File: config.mk
export PLATFORM = sky130hd
export DESIGN_NAME = kpcfg_config_reg
export DESIGN_NICKNAME = d
export VERILOG_FILES = /design/src/core/kpcfg_pkg.sv /design/src/core/kpcfg_config_reg.sv
export SDC_FILE = /design/constraint.sdc
export NUM_CORES = 1
export LEC_CHECK = 0
export CAP_MARGIN = 30
export CELL_PAD_IN_SITES_DETAIL_PLACEMENT = 0
export CELL_PAD_IN_SITES_GLOBAL_PLACEMENT = 1
export CORE_UTILIZATION = 45
export DETAILED_ROUTE_END_ITERATION = 8
export DONT_BUFFER_PORTS = 1
export PLACE_DENSITY = 0.79
export SLEW_MARGIN = 20
export SYNTH_ARGS = -nofsm -noshare
export SYNTH_HDL_FRONTEND = slang
export SYNTH_SLANG_ARGS = --single-unit
File: constraint.sdc
create_clock -name clock_in -period 1.52 [get_ports clock_in]
set_input_delay 0.076 -clock clock_in [delete_from_list [all_inputs] [get_ports clock_in]]
set_output_delay 0.076 -clock clock_in [all_outputs]
set_load 0.05 [all_outputs]
File: src/core/kpcfg_pkg.sv
// constants for the keypad controller configuration register
//
// Contract
// - config bit 0 at 0 enables the serial bus timeout, 1 disables it.
// - bits 2:1 report sounder source: none, serial, key, alert.
// - bit 3 at 0 times alert interrupt with key scan, 1 immediately.
// - bit 4 at 1 lets alert falling edge interrupt; at 0 new edges do not, but an already deferred one still fires on the scan tick.
// - bit 5 at 1 sends alert sound value to sounder on alert fall.
// - bit 6 at 1 sends key sound value on every debounced key.
// - bit 7 at 0 stops scan, sounder timing and interrupts; ports stay usable.
// - bit 7 at 1 runs scanning and the sounder queue.
// - interrupt register read clears alert interrupt; key interrupt clears on empty FIFO.
package kpcfg_pkg;
  // ------------------------------------------------------------
  // register map
  // ------------------------------------------------------------
  localparam logic [7:0] KPCFG_INT_ADDR = 8'h03;
  localparam logic [7:0] KPCFG_CFG_ADDR = 8'h04;
  localparam logic [7:0] KPCFG_CFG_RESET = 8'h01;
  // ------------------------------------------------------------
  // configuration fields
  // ------------------------------------------------------------
  localparam int KPCFG_TIMEOUT_DIS_BIT = 0;
  localparam int KPCFG_SRC_LO_BIT = 1;
  localparam int KPCFG_SRC_HI_BIT = 2;
  localparam int KPCFG_ALERT_NOW_BIT = 3;
  localparam int KPCFG_ALERT_INT_EN_BIT = 4;
  localparam int KPCFG_ALERT_SND_EN_BIT = 5;
  localparam int KPCFG_KEY_SND_EN_BIT = 6;
  localparam int KPCFG_RUN_BIT = 7;
  localparam logic [7:0] KPCFG_WRITE_MASK = 8'hf9;
  // interrupt register status bits
  localparam int KPCFG_INT_STAT_BIT = 7;
  localparam int KPCFG_INT_ALERT_BIT = 6;
  localparam int KPCFG_INT_KEY_BIT = 5;
  // ------------------------------------------------------------
  // sounder source codes
  // ------------------------------------------------------------
  localparam logic [1:0] KPCFG_SRC_NONE = 2'h0;
  localparam logic [1:0] KPCFG_SRC_SERIAL = 2'h1;
  localparam logic [1:0] KPCFG_SRC_KEY = 2'h2;
  localparam logic [1:0] KPCFG_SRC_ALERT = 2'h3;
endpackage

File: src/core/kpcfg_config_reg.sv
// configuration register, alert interrupt and automatic sound launch
`timescale 1ns/10ps
module kpcfg_config_reg
  import kpcfg_pkg::*;
(
  input wire logic clock_in,
  input wire logic reset_n_in,
  input wire logic [7:0] reg_addr_in,
  input wire logic reg_write_in,
  input wire logic [7:0] reg_wdata_in,
  input wire logic reg_read_in,
  output logic [7:0] reg_rdata_out,
  input wire logic alert_in,
  input wire logic key_debounced_in,
  input wire logic scan_int_tick_in,
  input wire logic key_int_in,
  input wire logic fifo_empty_in,
  input wire logic serial_sound_in,
  input wire logic sound_done_in,
  input wire logic [7:0] key_sound_value_in,
  input wire logic [7:0] alert_sound_value_in,
  output logic sound_valid_out,
  output logic [7:0] sound_cmd_out,
  output logic bus_timeout_en_out,
  output logic scan_run_out,
  output logic sounder_run_out,
  output logic int_n_out
);
  // ------------------------------------------------------------
  // state
  // ------------------------------------------------------------
  logic [7:0] cfg_reg, cfg_next;
  logic [1:0] src_reg, src_next;
  logic alert_q_reg, alert_q_next;
  logic alert_wait_reg, alert_wait_next;
  logic alert_int_reg, alert_int_next;
  logic key_int_reg, key_int_next;
  logic snd_valid_reg, snd_valid_next;
  logic [7:0] snd_cmd_reg, snd_cmd_next;
  logic [7:0] rdata_reg, rdata_next;
  logic cfg_wr, int_rd, running, alert_fall, key_snd, alert_snd;

  assign cfg_wr = reg_write_in && (reg_addr_in == KPCFG_CFG_ADDR);
  assign int_rd = reg_read_in && (reg_addr_in == KPCFG_INT_ADDR);
  assign running = cfg_reg[KPCFG_RUN_BIT];
  assign alert_fall = alert_q_reg && !alert_in;
  // automatic sounds only while running; key sound wins a tie
  assign key_snd = running && cfg_reg[KPCFG_KEY_SND_EN_BIT] && key_debounced_in;
  assign alert_snd = running && cfg_reg[KPCFG_ALERT_SND_EN_BIT] && alert_fall;

  // ------------------------------------------------------------
  // next-state logic
  // ------------------------------------------------------------
  always_comb begin
    cfg_next = cfg_reg;
    src_next = src_reg;
    alert_q_next = alert_in;
    alert_wait_next = alert_wait_reg;
    alert_int_next = alert_int_reg;
    key_int_next = key_int_reg;
    snd_valid_next = 1'b0;
    snd_cmd_next = snd_cmd_reg;
    rdata_next = rdata_reg;
    // source bits never take write data
    if (cfg_wr) begin
      cfg_next = (reg_wdata_in & KPCFG_WRITE_MASK) | (cfg_reg & ~KPCFG_WRITE_MASK);
    end
    // source tracking: done clears, a new launch overrides
    if (sound_done_in) begin
      src_next = KPCFG_SRC_NONE;
    end
    if (serial_sound_in) begin
      src_next = KPCFG_SRC_SERIAL;
    end
    if (alert_snd) begin
      src_next = KPCFG_SRC_ALERT;
      snd_valid_next = 1'b1;
      snd_cmd_next = alert_sound_value_in;
    end
    if (key_snd) begin
      src_next = KPCFG_SRC_KEY;
      snd_valid_next = 1'b1;
      snd_cmd_next = key_sound_value_in;
    end
    // alert interrupt: read clears, a new event in the same cycle wins
    if (int_rd) begin
      alert_int_next = 1'b0;
    end
    if (!running) begin
      alert_wait_next = 1'b0;
      alert_int_next = 1'b0;
    end else if (cfg_reg[KPCFG_ALERT_INT_EN_BIT] && alert_fall) begin
      if (cfg_reg[KPCFG_ALERT_NOW_BIT]) begin
        alert_int_next = 1'b1;
      end else begin
        alert_wait_next = 1'b1;
      end
    end
    // deferred alert interrupt waits for the key-scan interrupt tick
    if (running && alert_wait_reg && scan_int_tick_in) begin
      alert_int_next = 1'b1;
      alert_wait_next = 1'b0;
    end
    // key interrupt only drops once the fifo is empty, reads do not touch it
    if (key_int_in) begin
      key_int_next = 1'b1;
    end else if (fifo_empty_in) begin
      key_int_next = 1'b0;
    end
    // read data captured on the read strobe
    if (reg_read_in) begin
      rdata_next = 8'h00;
      if (reg_addr_in == KPCFG_CFG_ADDR) begin
        rdata_next = {cfg_reg[7:3], src_reg, cfg_reg[KPCFG_TIMEOUT_DIS_BIT]};
      end else if (reg_addr_in == KPCFG_INT_ADDR) begin
        rdata_next[KPCFG_INT_STAT_BIT] = alert_int_reg || key_int_reg;
        rdata_next[KPCFG_INT_ALERT_BIT] = alert_int_reg;
        rdata_next[KPCFG_INT_KEY_BIT] = key_int_reg;
      end
    end
  end

  // ------------------------------------------------------------
  // registers
  // ------------------------------------------------------------
  always_ff @(posedge clock_in or negedge reset_n_in) begin
    if (!reset_n_in) begin
      cfg_reg <= KPCFG_CFG_RESET;
      src_reg <= KPCFG_SRC_NONE;
      alert_q_reg <= 1'b1;
      alert_wait_reg <= 1'b0;
      alert_int_reg <= 1'b0;
      key_int_reg <= 1'b0;
      snd_valid_reg <= 1'b0;
      snd_cmd_reg <= 8'h00;
      rdata_reg <= 8'h00;
    end else begin
      cfg_reg <= cfg_next;
      src_reg <= src_next;
      alert_q_reg <= alert_q_next;
      alert_wait_reg <= alert_wait_next;
      alert_int_reg <= alert_int_next;
      key_int_reg <= key_int_next;
      snd_valid_reg <= snd_valid_next;
      snd_cmd_reg <= snd_cmd_next;
      rdata_reg <= rdata_next;
    end
  end

  // ------------------------------------------------------------
  // outputs
  // ------------------------------------------------------------
  // shutdown holds the interrupt pin released whatever is pending
  assign int_n_out = !(running && (alert_int_reg || key_int_reg));
  assign bus_timeout_en_out = !cfg_reg[KPCFG_TIMEOUT_DIS_BIT];
  assign scan_run_out = running;
  assign sounder_run_out = running;
  assign sound_valid_out = snd_valid_reg;
  assign sound_cmd_out = snd_cmd_reg;
  assign reg_rdata_out = rdata_reg;
endmodule

Yosys cells after proc, flatten, opt, wreduce, memory -nomap -nowiden
Index checks and enable logic that the tools add are counted.
{"block": "word_totals", "regBits": 31, "inputBits": 43, "word_cells": 55}
{"block": "classes", "n_eq_ne": 4, "muxes": 22, "n_bitwise": 1, "reduce_logical": 19}
{"op": "$mux 8", "n": 2}
{"op": "$mux 1", "n": 13}
{"op": "$logic_and 1x1->1", "n": 11}
{"op": "$eq 8x2->1 const B", "n": 1}
{"op": "$eq 8x3->1 const B", "n": 1}
{"op": "$mux 2", "n": 4}
{"op": "$or 8x3->8", "n": 1}
{"op": "$mux 3", "n": 2}
{"op": "$mux 5", "n": 1}
{"op": "$reduce_bool 2->1", "n": 2}
{"op": "$reduce_bool 4->1", "n": 1}
{"op": "$logic_not 1->1", "n": 3}
{"op": "$ne 3x1->1 const B", "n": 1}
{"op": "$ne 3x2->1 const B", "n": 1}
{"op": "$reduce_and 2->1", "n": 1}
{"op": "$logic_or 1x1->1", "n": 1}

Longest topological paths before layout
{"block": "logic_depth", "depth_word": 7, "depth_mapped": 6, "mapped_depth_nobuf": 3}

Worst setup path before layout
Ideal clock, no wire load.
{"block": "synth_timing", "kind": "register to register", "from": "register cfg_reg[7]", "to": "register snd_cmd_reg[1], in the netlist sound_cmd_out[1]", "t_arrival_ns": 1.561, "t_required_ns": 1.392, "slack_ns": -0.169, "path_stages_with_launch": 6, "period_less_slack_ns": 1.689, "cell_sequence": "dfrtp_1 > clkbuf_1 > and3_1 > clkbuf_1 > buf_2 > o21ai_0"}
{"block": "synth_via", "elab_chain_len": 3}
{"element": "from (decl)", "line": "kpcfg_config_reg.sv:32", "rtl": "logic [7:0] cfg_reg, cfg_next;"}
{"element": "from (signal assigned)", "line": "kpcfg_config_reg.sv:138", "rtl": "cfg_reg <= cfg_next;"}
{"element": "$logic_and 1x1->1 (on tied branches) (2 in a row)", "line": "kpcfg_config_reg.sv:48, kpcfg_config_reg.sv:49"}
{"element": "$mux 8 or $reduce_bool 2->1 (tied branches)"}
{"element": "to (signal assigned)", "line": "kpcfg_config_reg.sv:145", "rtl": "snd_cmd_reg <= snd_cmd_next;"}
{"element": "to (decl)", "line": "kpcfg_config_reg.sv:39", "rtl": "logic [7:0] snd_cmd_reg, snd_cmd_next;"}
Parallel ways exist; a longest one is shown, timed or not.
A chain may end at the register's enable or synchronous reset.

Worst setup path after layout
{"block": "layout_timing", "from": "input port reg_addr_in[3]", "to": "register rdata_reg[5], in the netlist reg_rdata_out[5]"}
{"block": "layout_via", "elab_chain_len": 3}
{"element": "from (decl)", "line": "kpcfg_config_reg.sv:8", "rtl": "input wire logic [7:0] reg_addr_in,"}
{"element": "$eq 8x2->1", "line": "kpcfg_config_reg.sv:115", "rtl": "end else if (reg_addr_in == KPCFG_INT_ADDR) begin"}
{"element": "$mux 3", "line": "kpcfg_config_reg.sv:115"}
{"element": "$mux 3 *", "line": "kpcfg_config_reg.sv:113", "rtl": "if (reg_addr_in == KPCFG_CFG_ADDR) begin"}
{"element": "to (signal assigned)", "line": "kpcfg_config_reg.sv:146", "rtl": "rdata_reg <= rdata_next;"}
{"element": "to (decl)", "line": "kpcfg_config_reg.sv:40", "rtl": "logic [7:0] rdata_reg, rdata_next;"}
Every way passes the cells marked *; elsewhere a longest branch is shown, timed or not.

==> impl_metrics.json <==
{
  "status": "completed",
  "start_util_pct": 47.8,
  "syn_to_final_growth_pct": 44.0,
  "clockBufferDepth": 2,
  "place_congestion": 0.761,
  "fp.dieW_um": 56.4,
  "synth.area.top_cells": "dfrtp_1 (51%), mux2_4 (6.8%), mux2i_1 (6.0%), dfstp_2 (4.0%), a31o_2 (3.3%)",
  "dieHeight_um": 56.4,
  "switching_share_pct": 24.3,
  "r2r_slack_ns": 0.14,
  "fin_nets": 214,
  "switchingPower_uw": 373,
  "ir_drop_mv": 0.820,
  "cts.sinks": 29,
  "cts.htree.levels": 2,
  "grt_max_degree": 30,
  "setup_slack_ns": 0.0623,
  "firstDrtPassIters": 4,
  "leakage_nw": 0.968,
  "dp_hpwl_um": 1930,
  "synth_edf_count": 0,
  "fin_area_um2": 1920,
  "clock.fmax_mhz": 686,
  "avgRoutedWirePerCell_um": 15.0,
  "seqPwrFrac_pct": 52.9,
  "wl_um": 3050,
  "setup_tns_ns": 0,
  "critPathMaxFanout": 4,
  "fillers": 222,
  "clk_latency_ns": 0.32,
  "setup_viol": 0,
  "skew_ns": 0.00510,
  "power.total_mw": 1.53,
  "drv_cap": 0,
  "synth_top_cell_area_share_pct": 50.8,
  "tightest_slew_ns": 0.504,
  "core.rowCount": 19,
  "drive_gt1_share_pct": 27.9,
  "grt_usage_pct": 21.1,
  "end_kind": "register",
  "syn_avg_cell_area_um2": 11.6,
  "synthFlopType": "dfrtp_1",
  "finish.utilization_pct": 68.9,
  "vias_per_cell": 5.34,
  "port_buffers": 0,
  "synthesis.nets": 158,
  "place_ws_ns": 0.0952,
  "core_area_um2": 2780,
  "ant_nets": 0,
  "cts_tree": "yes",
  "crit_path_start_kind": "primary input",
  "p_comb_share_pct": 12.7,
  "synthArstFlopShare_pct": 100,
  "netlist_instances": 115,
  "required_ns": 1.78,
  "cp.arrival_ns": 1.71,
  "synth-seq-area-share_pct": 54.8,
  "netlist_area_um2": 1330,
  "finalMaxSlewViolations": 0,
  "cts_buffers": 5,
  "rsz0062_at_grt": "no",
  "postCtsSetupBuffers": 0,
  "remaining_drc_errors": 0,
  "ctsResizeCount": 0,
  "path_clk_slew_ns": 0.09,
  "layout_commonest_cell": "dlygate4sd3_1",
  "fin_crit_sh_pct": 95.9,
  "p_int_mw": 1.16,
  "period_needed_ns": 1.46,
  "grt_pass1_vias": 1094,
  "cts.root.buffer_cell": "clkbuf_4",
  "hold_buffers": 34,
  "hold_path_class": "in -> reg",
  "overflow": 0,
  "synth.distinct_cells": 30,
  "grt_first_pass_wirelength_um": 5000,
  "p_clk_share_pct": 34.4,
  "maxSlewHeadroom_pct": 66.4,
  "worstSetupPathType": "in -> reg",
  "yosysWarnings": 0,
  "mostFrequentLayoutCells": "dlygate4sd3_1 (33), dfrtp_1 (26), buf_4 (22), nand2_1 (11)",
  "synth_area_leader_cell": "dfrtp_1",
  "antenna_cells": 0,
  "finalHoldViolations": 0,
  "postPlaceCellArea_um2": 1500,
  "io_pins": 64,
  "power_per_cell_area_nw_per_um2": 801,
  "antenna_found_initial": 0,
  "num_vias": 1085,
  "die_area_um2": 3180,
  "drtIter0Drc": 35,
  "synth-seq-cells": 29
}
[synth_stat cells (3+ instances only)]
cell and instances:
mux2i_1 8, o21ai_0 8, nand2_1 11, dfrtp_1 27
clkbuf_1 3, a31o_2 5, inv_1 7, mux2_4 6
a22oi_1 3, o22ai_1 4, nor2b_1 7
[path summary, 6_finish.rpt]
kind	from	to	cells past startpoint
min reg2reg	src_reg[1]	src_reg[1]	1
min	sound_done_in	src_reg[0]	3
max in group asynchronous	reset_n_in	alert_q_reg	2
min in group asynchronous	reset_n_in	cfg_reg[3]	2
max reg2reg	cfg_reg[5]	reg_rdata_out[5]	3
max	reg_addr_in[3]	reg_rdata_out[5]	4
[through the flow]
| stage | hold WS [ns] | instances |
|---|---|---|
| after detailed placement | -0.219 | 161 |
| final | 0.0259 | 203 |
| after CTS | 0.0135 | 203 |
| after global placement | -0.219 | 161 |
| after global routing | 0.0401 | 203 |
| after floorplan | -0.220 | 115 |
[worst max-delay path, stage by stage]
cell	delay (ns)
or4_4	0.53
or3b_1	0.43
o22ai_1	0.13
dlygate4sd3_1	0.55
[per-layer routing]
layer  vias to the layer above  GRT usage, %  wire, µm
li1                        519             -         -
met1                       523          26.5      1250
met2                        39          35.4      1620
met3                         4          5.53       142
met4                         0          6.97        31
met5                         -             0         0
[cell families after synthesis]
family                 count (synthesis)  share of synthesized area [%]
AOI/OAI and AO/OA                     26                           13.0
muxes                                 14                           12.8
and+or+nand+nor                       32                           14.5
DFF                                   29                           54.8
buffers and inverters                 14                           4.99
[final cells by class]
type	instances	area [µm²]	area share [%]
multi-input cells	72	536	28.0
clock buffers	7	65.1	3.40
flip-flops and latches	29	729	38.1
repair buffers	56	515	26.9
inverters	7	26.3	1.37
clock inverters	1	5.00	0.261
well taps	31	38.8	2.02
[power by group through the flow]
stage	registers, mW	logic [mW]	clock network, mW
final	0.811	0.195	0.528
after global routing	0.815	0.209	0.582
after CTS	0.811	0.195	0.548
after detailed placement	0.826	0.101	0
after global placement	0.825	0.0992	0
after floorplan	0.848	0.0586	0
(Power assumes the default switching activity.)
